### config.mk
export PLATFORM = sky130hd
export DESIGN_NAME = coil_driver_logic
export DESIGN_NICKNAME = d
export VERILOG_FILES = /design/src/coil_pkg.sv /design/src/coil_sync2.sv /design/src/coil_driver_logic.sv
export VERILOG_INCLUDE_DIRS = /design/src /design/src/src
export SDC_FILE = /design/constraint.sdc
export NUM_CORES = 1
export LEC_CHECK = 0
export ABC_AREA = 1
export BUFFER_PORTS_ARGS = -buffer_cell sky130_fd_sc_hd__buf_2
export CAP_MARGIN = 20
export CORE_ASPECT_RATIO = 0.75
export CORE_MARGIN = 5
export CORE_UTILIZATION = 45
export CTS_CLUSTER_SIZE = 40
export DETAILED_ROUTE_END_ITERATION = 10
export PLACE_DENSITY = 0.7
export SYNTH_ARGS = -nofsm -noshare
export SYNTH_HDL_FRONTEND = slang
export SYNTH_SLANG_ARGS = --single-unit
### constraint.sdc
create_clock -name clk -period 1.4 [get_ports clk]
set_input_delay 0.14 -clock clk [delete_from_list [all_inputs] [get_ports clk]]
set_output_delay 0.14 -clock clk [all_outputs]
set_load 0.1 [all_outputs]
### src/coil_consts.svh
// Timing counts and thresholds for the coil driver turn-on and thermal logic.
// Assumes a 100 MHz system clock and an oscillator that arrives as a squared pin level.
//
// Notes on behaviour
// - Static high, open or supply-shorted input forces output low immediately.
// - Static low input switches output off after two to six oscillator periods.
// - After turn-on, output is the inverse of the input PWM level.
// - Undervoltage or over-temperature clamps the control input low while it lasts.
// - Squared oscillator divided by four clocks the PWM analysis.
// - Oscillator runs 50 to 5000 Hz; turn-on and turn-off delays count oscillator periods.
// - Setpoint pin at ground disables thermal fault entirely.
// - Setpoint pin open forces output low as emergency cut-out.
// - Over-temperature low is captured into scratch pad 200 ns before output rise.
// - Next output rising edge moves scratch pad low into the fault latch.
// - Comparator returning high resets scratch pad and fault latch.
// - In standby or fault report, oscillator rising edges clock scratch pad and latch.
// - Input toggling above 0.6 oscillator frequency sets turn-on after 2-6 periods.
// - Input toggling below 0.2 oscillator frequency clears turn-on after 2-6 periods.
// - Control input is active low; unconnected reads as high.
// - Both undervoltage lockouts ANDed; losing either drives output low and resets logic.
`ifndef COIL_CONSTS_SVH
`define COIL_CONSTS_SVH

`define CLK_PERIOD_NS 10
`define SCRATCH_LEAD_NS 200
`define SCRATCH_LEAD_CYC ((`SCRATCH_LEAD_NS + `CLK_PERIOD_NS - 1) / `CLK_PERIOD_NS)
// Input edges are counted per window of two oscillator periods, closed by each
// edge of the quarter-rate clock.
// Toggle above 0.6 oscillator frequency puts at least two edges into every window.
`define ON_MIN_EDGES 2'h2
// Toggle below 0.2 oscillator frequency puts at most one edge into a window.
`define OFF_MAX_EDGES 2'h1
`define EDGE_CNT_MAX 2'h3

`endif

### src/coil_pkg.sv
// Types shared by the coil driver logic.
// Assumes coil_consts.svh is included where counts are needed.
package coil_pkg;
    typedef enum logic [1:0] {
        SP_OPEN,
        SP_GROUND,
        SP_RESISTOR,
        SP_RESERVED
    } setpoint_t;

    typedef struct packed {
        logic vdd_ok;
        logic rail_ok;
        logic temp_ok;
    } supply_status_t;

    typedef struct packed {
        logic out_drive;
        logic ctrl_clamp_oe;
        logic ctrl_clamp_o;
    } drive_t;
endpackage

### src/coil_sync2.sv
// Two-flop synchroniser for one asynchronous level.
// Assumes the level may change at any time relative to clk.
`timescale 1ns/1ps
module coil_sync2 #(
    parameter logic RESET_VAL = 1'b0
) (
    // Clock and reset
    input wire logic clk,
    input wire logic rst,
    // Level
    input wire logic async_in,
    output logic sync_out
);
    logic stage1;
    logic next_stage1;
    logic next_sync_out;

    always_comb begin
        next_stage1 = rst ? RESET_VAL : async_in;
        next_sync_out = rst ? RESET_VAL : stage1;
    end

    always_ff @(posedge clk) begin
        stage1 <= next_stage1;
        sync_out <= next_sync_out;
    end
endmodule

### src/coil_driver_logic.sv
// Turn-on/off, PWM pass-through and thermal filter of a coil driver.
// Assumes all pins are asynchronous, the oscillator arrives squared, and the
// setpoint pin state is decoded by the analog front end into two levels.
`timescale 1ns/1ps
`include "coil_consts.svh"
module coil_driver_logic (
    // Clock and reset
    input wire logic clk,
    input wire logic rst,
    // Control input pin, active low; open reads high
    input wire logic ctrl_in_n,
    output logic ctrl_clamp_o,
    output logic ctrl_clamp_oe,
    // Oscillator and analog status
    input wire logic osc_square,
    input wire coil_pkg::supply_status_t status_pin,
    input wire logic setpoint_open,
    input wire logic setpoint_ground,
    // Output drive and status
    output logic out_drive,
    output logic turn_on_state,
    output logic fault_latch
);
    import coil_pkg::*;

    // ----------------------------------------
    // Input synchronisers
    // ----------------------------------------
    logic in_s, osc_s, vdd_s, rail_s, temp_s, spo_s, spg_s;
    localparam int NSYNC = 7;
    logic [NSYNC-1:0] raw_v, sync_v;
    // Reset values match the idle pin levels, so no false edge or lockout follows reset
    localparam logic [NSYNC-1:0] SYNC_RST = 7'h5C;
    assign raw_v = {ctrl_in_n, osc_square, status_pin.vdd_ok, status_pin.rail_ok,
                    status_pin.temp_ok, setpoint_open, setpoint_ground};
    genvar gi;
    generate
        for (gi = 0; gi < NSYNC; gi++) begin : g_sync
            coil_sync2 #(.RESET_VAL(SYNC_RST[gi])) u_sync (
                .clk(clk),
                .rst(rst),
                .async_in(raw_v[gi]),
                .sync_out(sync_v[gi])
            );
        end
    endgenerate
    assign {in_s, osc_s, vdd_s, rail_s, temp_s, spo_s, spg_s} = sync_v;

    logic power_ok;
    assign power_ok = vdd_s & rail_s;
    setpoint_t setpoint;
    always_comb begin
        if (spo_s) begin
            setpoint = SP_OPEN;
        end else if (spg_s) begin
            setpoint = SP_GROUND;
        end else begin
            setpoint = SP_RESISTOR;
        end
    end

    // ----------------------------------------
    // Quarter-rate clock and input edge windows
    // ----------------------------------------
    logic osc_d, in_d, osc_rise, in_edge, htick, win_fast, win_slow;
    logic [1:0] div, cur_edges, prev_edges;
    logic [1:0] next_div, next_cur_edges, next_prev_edges;
    logic next_turn_on, next_osc_d, next_in_d;

    assign osc_rise = osc_s & ~osc_d;
    assign in_edge = in_s ^ in_d;
    // oscillator period units
    // Both edges of the quarter-rate clock close a window of two oscillator periods;
    // judging two whole windows keeps on and off delays within 2 to 6 periods.
    assign htick = osc_rise & div[0];
    assign win_fast = (cur_edges >= `ON_MIN_EDGES) && (prev_edges >= `ON_MIN_EDGES);
    assign win_slow = (cur_edges <= `OFF_MAX_EDGES) && (prev_edges <= `OFF_MAX_EDGES);

    always_comb begin
        next_osc_d = osc_s;
        next_in_d = in_s;
        next_div = osc_rise ? div + 2'h1 : div;
        next_cur_edges = cur_edges;
        next_prev_edges = prev_edges;
        next_turn_on = turn_on_state;
        if (in_edge && cur_edges != `EDGE_CNT_MAX) begin
            next_cur_edges = cur_edges + 2'h1;
        end
        if (htick) begin
            next_prev_edges = cur_edges;
            next_cur_edges = in_edge ? 2'h1 : 2'h0;
            if (win_fast) begin
                next_turn_on = 1'b1;
            end
            // static high ends turn-on; the output itself is cut at once below
            if (win_slow) begin
                next_turn_on = 1'b0;
            end
        end
        if (!power_ok) begin
            next_turn_on = 1'b0;
            next_div = 2'h0;
            next_cur_edges = 2'h0;
            next_prev_edges = 2'h0;
        end
    end

    always_ff @(posedge clk) begin
        if (rst) begin
            osc_d <= 1'b0;
            in_d <= 1'b1;
            div <= 2'h0;
            cur_edges <= 2'h0;
            prev_edges <= 2'h0;
            turn_on_state <= 1'b0;
        end else begin
            osc_d <= next_osc_d;
            in_d <= next_in_d;
            div <= next_div;
            cur_edges <= next_cur_edges;
            prev_edges <= next_prev_edges;
            turn_on_state <= next_turn_on;
        end
    end

    // ----------------------------------------
    // Thermal filter and output
    // ----------------------------------------
    logic scratch, next_scratch, next_fault, next_out, out_pre, next_out_pre;
    logic [4:0] lead_cnt, next_lead_cnt;
    logic reporting, standby, temp_low, next_clamp;
    logic want_on, rise_pending, fault_clk, idle_slot;

    assign temp_low = ~temp_s & (setpoint != SP_GROUND);
    assign reporting = ctrl_clamp_oe;
    assign standby = ~turn_on_state;
    assign want_on = turn_on_state & ~in_s & power_ok & ~fault_latch & (setpoint != SP_OPEN);
    assign rise_pending = want_on & ~out_pre;

    always_comb begin
        next_out_pre = want_on;
        next_lead_cnt = lead_cnt;
        next_scratch = scratch;
        next_fault = fault_latch;
        // hold rise for the capture lead
        if (rise_pending) begin
            next_out_pre = 1'b0;
            next_lead_cnt = lead_cnt + 5'h1;
            if (lead_cnt == 5'(`SCRATCH_LEAD_CYC) - 5'h1) begin
                next_out_pre = 1'b1;
                next_lead_cnt = 5'h0;
            end
        end else begin
            next_lead_cnt = 5'h0;
        end
        fault_clk = (standby | reporting) ? osc_rise : (next_out_pre & ~out_pre);
        idle_slot = (standby | reporting) & osc_rise;
        if (temp_low && (lead_cnt == 5'h0) && (rise_pending || idle_slot)) begin
            next_scratch = 1'b1;
        end
        if (fault_clk && scratch) begin
            next_fault = 1'b1;
        end
        if (!temp_low) begin
            next_scratch = 1'b0;
            next_fault = 1'b0;
        end
        // fault overrides PWM; open cut-out; no delay
        next_out = next_out_pre & ~next_fault & power_ok & (setpoint != SP_OPEN) & ~in_s;
        next_clamp = ~power_ok | next_fault;
    end

    always_ff @(posedge clk) begin
        if (rst) begin
            out_pre <= 1'b0;
            lead_cnt <= 5'h0;
            scratch <= 1'b0;
            fault_latch <= 1'b0;
            out_drive <= 1'b0;
            ctrl_clamp_oe <= 1'b0;
            ctrl_clamp_o <= 1'b0;
        end else begin
            out_pre <= next_out_pre;
            lead_cnt <= next_lead_cnt;
            scratch <= next_scratch;
            fault_latch <= next_fault;
            out_drive <= next_out;
            ctrl_clamp_oe <= next_clamp;
            ctrl_clamp_o <= 1'b0;
        end
    end
endmodule

==> results.md, run 1 <==
- Outcome: finished clean
- Fill cell total of the finished layout: about 240
- Post-synthesis adder-cell area fraction: 0.0516
- Final Slew Violations: 0
- Syn_area_per_cell: about 8.4 um2
- Worst R2R Path Depth: 10
- Setup_tns: 0 ps
- Core Box Area: 2600 um2
- GRT Total Usage: 0.127
- P&R area growth vs syn: 18.0%
- H-tree depth: 2
- Initial Util: 0.466
- Worst-skew pair later-pin latency: roughly 320 ps
- Total wire length: 2020 um
- Tmin final: between 1000 and 1500 ps
- Synth Area in Compound Gates: 0.0588
- Wire length of the first global-routing pass: between 3000 and 4000 um
- Crit. End Element: register
- Reg2Reg Setup Slack: ~130 ps
- Critical Path Source: lead_cnt[0]
- Multi-input logic area: 488 um2
- Routability cong.: roughly 0.78
- Largest net degree at the start of global routing: 20
- Commonest cells after routing, fill and taps aside: dfxtp_1 (26), inv_1 (22), nand2_1 (20)
- Die extent in x: 69.9 um
- Yosys Warn Count: 0
- Row cnt: 16
- Cells after Synth: approximately 140
- Synth Area in XOR/XNOR: 0.0217
- Clock sinks: 31
- FF/Latch Area: about 630 um2
- Dominant cells by area after synthesis: dfxtp_1 (51%), inv_1 (7.1%), nand2_1 (6.2%), nor2_1 (5.6%), ha_1 (5.2%)
- Post-Syn Area: 1210 um2
- Slowest cell on crit path: dfxtp_2
- Peak VDD IR: 0.693 mV
- Worst path most repeated cell: nand2_1
- Pre-Repair DR Iteration Count: 4
- Antenna Cells: 0
- Post-route cell area: around 1400 um2
- Initial antenna violation count: 0
- Max-cap viol count: 0
- Worst Path Class, Setup: register to register
- Initial DRC Count: 34
- Final setup fails: 0
- Net total in the final layout: 179
- Worst R2R Start: lead_cnt[0]
- CP arrival: roughly 1500 ps
- Mapped Nets: ~160
- Worst-path maximum fanout: 4
- Fmax: between 700 and 800 MHz
- Slowest cell delay on critical path: roughly 380 ps
- # IOs: 14
- Drt drc: 0
- Worst Skew: about 3.4 ps
- Worst-case clock buffer depth: 2
- WL per Instance: roughly 10 um
- RSZ-0062 raised after global routing: no
- PwrDens: about 1100 nW/um2
- Crit-path cells: ha_4 -> nand2_1 -> inv_2 -> nand3_2 -> a21oi_2 -> nand2_1 -> nand2_1 -> nand2_2 -> nand2_1 -> nor2_1
- #FFs+latches synth: 31
- CTS Buf Count: 5
- CTS clk-pin slew, worst paths: approximately 90 ps
- Post-synthesis simple-gate area fraction: 0.250
- Share of layout cells above drive strength 1: 0.309
- Startpoint types: register
- RR Endpoint: out_drive
- Lkg Pwr: a little over 0.6 nW
- Number of global-route vias before repair: 884
- Cell variety after synth: 27
- Synth top area share: 0.512
- Hold Path Class: primary input to register
- Dpl hpwl: ~1400 um
- Total grt overflow: 0
- Detailed-route via count: approximately 900
- Commonest non-fill, non-tap cell in the layout: dfxtp_1
- Post-synthesis mux area share: 0
- DIE HEIGHT: roughly 55 um
- Setup bufs post-CTS: 0
- Inst Count DP: approximately 190
- Synth area leader: dfxtp_1
- Largest family of logic cells by synthesized area: simple AND/OR/NAND/NOR gates
- CTS tree: built
- Hold Vio Cnt, Final: 0
- Number of routed nets with antenna violations: 0
- CP endpoint: out_drive
- Critical Path RT: 1630 ps
- Fin cells: between 200 and 250
- Sequential fraction of the synthesis area: 0.512
- CTS root buf: clkbuf_4
- Total die area: slightly below 4000 um2
- Via density: ~4.5
- Dpl cell area: ~1300 um2
- PortBufs: 12
- Period utilization: 0.904
critical path: cells and delay by family, from the launching register on:
kind / cells / cell delay, ps
simple gates: 7 / 430
flops: 1 / 380
fa+ha+maj: 1 / 150
compound gates: 1 / 120
buf+inv: 1 / 80
state kept, by name, indices dropped and copies added (netlist names), 2 cells and up:
name and count:
cur_edges 2, lead_cnt 5, g_sync.u_sync.stage1 7, g_sync.u_sync.sync_out 7
routing by layer:
layer | up-vias | global-route usage | wire, um
met4 | 0 | 0.0701 | 55
met3 | 8 | 0.0560 | 129
li1 | 473 | - | -
met5 | - | 0 | 0
met1 | 400 | 0.130 | 904
met2 | 23 | 0.227 | 927
stage by stage:
stage / total power, W / setup WS [ps] / hold slack, ps / util
after floorplan: 0.00101 / 47.4 / 244 / -
after global placement: 0.00102 / 132 / 322 / 0.500
after detailed placement: 0.00103 / 54.3 / 326 / 0.500
after CTS: 0.00155 / 45.7 / 4.15 / 0.540
after global routing: 0.00160 / 26.9 / 16.2 / 0.550
final: 0.00153 / 134 / 21.0 / 0.550
synthesized netlist by cell type, drive strengths merged:
library cell  instances
xor2                  3
a31oi                 1
nand2                23
inv                  27
dfxtp                31
clkbuf                1
buf                   2
or2                   9
a21oi                 8
nor3                  2
nand3                 4
a211oi                1
o21ai                 2
nor2                 21
conb                  1
nand3b                1
nand4                 2
ha                    5
area by class of cell:
| type | count | share of cell area |
|---|---|---|
| Timing Repair Buffer | 17 | 0.0770 |
| Inverter | 27 | 0.0709 |
| Tap cell | 36 | 0.0315 |
| Multi-Input combinational cell | 83 | 0.341 |
| Clock buffer | 6 | 0.0359 |
| Sequential cell | 31 | 0.440 |
| Clock inverter | 1 | 0.00350 |
power by group:
part	switching, W	internal (W)	leakage, nW
Combinational	0.0000645	0.0000398	0.326
Clock	0.000279	0.000232	0.0341
Sequential	0.0000105	0.000904	0.256
Total	0.000354	0.00118	0.616
worst min-delay path by stage:
stage	startpoint	to	cells after the start
2_1_floorplan	status_pin[0]	g_sync[2].u_sync.stage1	1
3_3_place_gp	status_pin[1]	g_sync[3].u_sync.stage1	2
3_5_place_dp	status_pin[2]	g_sync[4].u_sync.stage1	2
4_1_cts	setpoint_ground	g_sync[0].u_sync.stage1	3
5_1_grt	setpoint_ground	g_sync[0].u_sync.stage1	3
6_report	setpoint_ground	g_sync[0].u_sync.stage1	3
what timing repair did:
action                     in CTS  in global routing
hold buffers                    5                  0
hold endpoints to repair        5                  0
resized for setup               0                  7
setup endpoints to repair       0                  3
kinds of logic after synthesis:
family | after synthesis
compound gates | 12
xor+xnor | 3
fa+ha+maj | 5
buf+inv | 30
simple gates | 62
flops | 31
other cells | 1
Power figures use the tool's default switching activity.
==> run 2, diff against run 1 <==
--- a/config.mk
+++ b/config.mk
@@ -14,7 +14,10 @@
 export CORE_UTILIZATION = 45
 export CTS_CLUSTER_SIZE = 40
 export DETAILED_ROUTE_END_ITERATION = 10
+export MAX_ROUTING_LAYER = met4
 export PLACE_DENSITY = 0.7
+export REMOVE_ABC_BUFFERS = 1
+export SETUP_SLACK_MARGIN = 0.4
 export SYNTH_ARGS = -nofsm -noshare
 export SYNTH_HDL_FRONTEND = slang
 export SYNTH_SLANG_ARGS = --single-unit
==> results.md, run 2 (synthesis gave the netlist of run 1 again) <==
- Largest net degree at the start of global routing: 20
- Post-route cell area: approximately 1800 um2
- CP arrival: 1490 ps
- Clock share of power: 0.322
- Total grt overflow: 0
- Detailed-route via count: 998
- RSZ-0062 raised after global routing: yes
- Antenna Cells: 0
- Worst Skew: ~3.3 ps
- Internal power: between 0.001 and 0.0015 W
- Total die area: 3840 um2
- Peak VDD IR: ~0.56 mV
- Final Slew Violations: 0
- Setup slack after layout: ~170 ps
- Wire length of the first global-routing pass: ~4200 um
- Via density: around 4.5
- Row cnt: 16
- Fmax: around 810 MHz
- Initial antenna violation count: 0
- Max-cap viol count: 0
- Pre-Repair DR Iteration Count: 6
- Hold Path Class: primary input to register
- Worst Path Class, Setup: register to register
- Clock sinks: 31
- Setup_tns: 0 ps
- P&R area growth vs syn: 49.9%
- Number of routed nets with antenna violations: 0
- Drt drc: 0
- Dpl cell area: 1290 um2
- Commonest non-fill, non-tap cell in the layout: dfxtp_1
- Fin cells: 220
- Crit. End Element: register
- Largest registers: g_sync.u_sync.stage1 (7), g_sync.u_sync.sync_out (7), lead_cnt (5)
- Outcome: finished clean
- H-tree depth: 2
- Worst-path maximum fanout: 5
- Routability cong.: about 0.76
- Critical Path Source: lead_cnt[0]
- Commonest cells after routing, fill and taps aside: dfxtp_1 (22), inv_1 (18), nor2_1 (15)
- Die extent in x: around 70 um
- Net total in the final layout: around 200
- Initial Util: 0.466
- Initial DRC Count: 59
- Tmin final: between 1000 and 1500 ps
- Hold Path Origin: rst
- # IOs: 14
- Inst Count DP: roughly 190
- CTS tree: built
- Multi-input logic area: 623 um2
- PortBufs: 12
- Worst-case clock buffer depth: 2
- Total wire length: approximately 2600 um
- Share of layout cells above drive strength 1: 0.511
- Startpoint types: register
- Hold Vio Cnt, Final: 0
- GRT Total Usage: 0.154
- Sw Pwr: 0.000405 W
- CTS clk-pin slew, worst paths: 90 ps
- WL per Instance: ~12 um
- Fill cell total of the finished layout: about 180
- FF/Latch Area: about 640 um2
- CTS root buf: clkbuf_4
- CTS Buf Count: 5
- Core Box Area: 2600 um2
- Share of power burned in registers: 0.588
- Number of global-route vias before repair: 957
- PwrDens: around 860 nW/um2
- Min Hold Slack: between 100 and 150 ps
- Final setup fails: 0
- Critical Path RT: between 1500 and 2000 ps
- DIE HEIGHT: around 55 um
- Worst-skew pair later-pin latency: ~330 ps
- Dpl hpwl: 1310 um
- Worst R2R Start: lead_cnt[0]
- Period utilization: 0.882
- Place WS: between 80 and 90 ps
- Lkg Pwr: around 0.73 nW
- Comb pwr share: 0.089
- Sw frac: 0.259
run 2: path summary, 6_finish.rpt:
kind                               end  slack (ps)  cells past startpoint
min                        fault_latch         150                      2
max                        lead_cnt[2]         170                      7
max reg2reg                lead_cnt[2]         170                      7
min reg2reg  g_sync[5].u_sync.sync_out         400                      2
run 2: what timing repair did:
action	in CTS	in global routing
resized for setup	47	27
buffers inserted	12	4
hold buffers	7	0
pin swaps	7	9
setup endpoints to repair	17	19
endpoints found under the hold margin	7	0
run 2: worst max-delay path, cell delays in order (launching register included):
cell	delay, ps
dfxtp_2	350
ha_4	160
nand2_2	60
inv_2	40
buf_4	130
a21oi_2	160
nand2_2	130
nor3_2	140
run 2: per-stage QoR:
stage	total power [W]	util
CTS	0.00155	0.646
floorplan	0.00100	-
detailed placement	0.00103	0.497
finish	0.00156	0.699
global route	0.00164	0.699
global placement	0.00103	0.497
run 2: area by class of cell:
cell class,count,share of cell area
clock buffers,6,0.0227
clock inverters,2,0.00688
inverters,27,0.0626
multi-input cells,83,0.343
flip-flops and latches,31,0.354
well taps,36,0.0248
repair buffers,35,0.186
run 2: power groups by stage:
| stage | clock, W | combinational (W) | sequential, W |
|---|---|---|---|
| 5_1_grt | 0.000562 | 0.000152 | 0.000921 |
| 3_5_place_dp | 0 | 0.0000924 | 0.000938 |
| 3_3_place_gp | 0 | 0.0000890 | 0.000937 |
| 6_report | 0.000503 | 0.000139 | 0.000918 |
| 2_1_floorplan | 0 | 0.0000568 | 0.000945 |
| 4_1_cts | 0.000518 | 0.000119 | 0.000918 |
run 2: per-layer routing:
metal / global-route usage / part of all wire
met1: 0.148 / 0.44
met2: 0.273 / 0.49
met3: 0.0632 / 0.048
met4: 0.0892 / 0.027
met5: - / 0
==> run 3, diff against run 2 <==
--- a/config.mk
+++ b/config.mk
@@ -7,7 +7,7 @@
 export NUM_CORES = 1
 export LEC_CHECK = 0
 export ABC_AREA = 1
-export BUFFER_PORTS_ARGS = -buffer_cell sky130_fd_sc_hd__buf_2
+export BUFFER_PORTS_ARGS = -buffer_cell sky130_fd_sc_hd__clkbuf_2
 export CAP_MARGIN = 20
 export CORE_ASPECT_RATIO = 0.75
 export CORE_MARGIN = 5
@@ -15,7 +15,7 @@
 export CTS_CLUSTER_SIZE = 40
 export DETAILED_ROUTE_END_ITERATION = 10
 export MAX_ROUTING_LAYER = met4
-export PLACE_DENSITY = 0.7
+export PLACE_DENSITY = 0.72
 export REMOVE_ABC_BUFFERS = 1
 export SETUP_SLACK_MARGIN = 0.4
 export SYNTH_ARGS = -nofsm -noshare
==> results.md, run 3 (synthesis gave the netlist of run 1 again) <==
- Outcome: finished clean
- Commonest non-fill, non-tap cell in the layout: dfxtp_1
- Total power: 0.00174 W
- Routability cong.: ~0.75
- WL per Instance: about 11 um
- # IOs: 14
- Worst Path Class, Setup: register to register
- Final Slew Violations: 0
- Via density: approximately 4.4
- Dpl cell area: between 1000 and 1500 um2
- Dpl hpwl: between 1000 and 1500 um
- Detailed-route via count: between 900 and 1k
- Final setup fails: 0
- Initial DRC Count: between 40 and 50
- RSZ-0062 raised after global routing: yes
- Largest delay contributor family on the critical path: simple AND/OR/NAND/NOR gates
- GRT Total Usage: 0.136
- Antenna Cells: 0
- PortBufs: 12
- Number of global-route vias before repair: 941
- Worst Skew: 9.29 ps
- Period utilization: 0.906
- Total die area: 3840 um2
- PwrDens: about 1000 nW/um2
- CTS root buf: clkbuf_4
- Max-cap viol count: 0
- CTS Buf Count: 5
- Row cnt: 16
- P&R area growth vs syn: 45.4%
- Largest registers: g_sync.u_sync.stage1 (7), g_sync.u_sync.sync_out (7), lead_cnt (5)
- Worst-skew pair later-pin latency: roughly 330 ps
- Hold Path Class: primary input to register
- Fmax: ~790 MHz
- Peak VDD IR: slightly above 0.6 mV
- Crit path buf inv count: 0
- Total wire length: approximately 2400 um
- Initial antenna violation count: 0
- Drt drc: 0
- Wire length of the first global-routing pass: ~3800 um
- Initial Util: 0.466
- Crit-path cells: nor2_2 -> nand3_2 -> a21oi_2 -> nand2_1 -> nand2_1 -> nand2_2 -> a21oi_2
- Worst-path maximum fanout: 4
- Die extent in x: approximately 70 um
- Net total in the final layout: 193
- Share of layout cells above drive strength 1: 0.472
- Pre-Repair DR Iteration Count: 4
- Commonest cells after routing, fill and taps aside: dfxtp_1 (22), inv_1 (19), nor2_1 (16)
- Post-route cell area: roughly 1800 um2
- Fill cell total of the finished layout: about 210
- Number of routed nets with antenna violations: 0
- Core Box Area: 2600 um2
- Critical Path RT: between 1500 and 2000 ps
- Hold Vio Cnt, Final: 0
- Clock sinks: 31
- CP arrival: about 1500 ps
- Worst-case clock buffer depth: 2
- Largest net degree at the start of global routing: 20
- Post-layout util: 0.677
- DIE HEIGHT: around 55 um
- Slowest cell delay on critical path: ~360 ps
- Lkg Pwr: about 0.73 nW
- Tmin final: ~1300 ps
- CTS tree: built
- CTS clk-pin slew, worst paths: approximately 100 ps
- Crit. End Element: register
- Startpoint types: register
- Total grt overflow: 0
- H-tree depth: 2
- Slowest cell on crit path: dfxtp_1
## run 3: metal layers
| metal | wire length (um) | global-route usage |
|---|---|---|
| met1 | 1070 | 0.134 |
| met2 | 1160 | 0.246 |
| met3 | 121 | 0.0451 |
| met4 | 76 | 0.0796 |
| met5 | 0 | - |
## run 3: path summary, 6_finish.rpt
path	to	from	slack, ps	cells past startpoint
setup / recovery	ctrl_clamp_oe	lead_cnt[2]	130	7
setup reg to reg	ctrl_clamp_oe	lead_cnt[2]	130	7
hold / removal	fault_latch	rst	180	2
hold reg to reg	g_sync[5].u_sync.sync_out	g_sync[5].u_sync.stage1	410	2
## run 3: what timing repair did
| action | CTS | global route |
|---|---|---|
| hold buffers | 7 | 0 |
| setup buffers | 6 | 6 |
| endpoints found under the hold margin | 7 | 0 |
| resized for setup | 30 | 29 |
| pin swaps | 5 | 14 |
| setup endpoints to repair | 17 | 19 |
## run 3: layout make-up
type                       count  area [um2]  share of cell area
tap                           36        45.0              0.0256
clock inverter                 3        43.8              0.0248
inverter                      27         104              0.0589
multi-input combinational     83         596               0.338
timing repair buffer          31         293               0.166
clock buffer                   5        37.5              0.0213
sequential                    31         644               0.366
## run 3: through the flow
stage	worst slack, ps	hold slack [ps]	std cells	setup TNS (ps)
global placement	135	324	189	0
global route	43.0	184	216	0
floorplan	-357	202	141	-2900
detailed placement	80.7	325	189	0
finish	132	181	216	0
CTS	227	179	210	0
## run 3: power breakdown
part           total (W)  internal [W]  switching [W]
Clock           0.000685      0.000375       0.000309
Combinational   0.000138     0.0000629      0.0000751
Sequential      0.000916      0.000900      0.0000165
## run 3: worst register-to-register path: cells and delay by family, from the launching register on
kind | cells | cell delay [ps]
AO/OA/AOI/OAI | 2 | 270
flip-flops | 1 | 360
AND/OR/NAND/NOR | 5 | 570
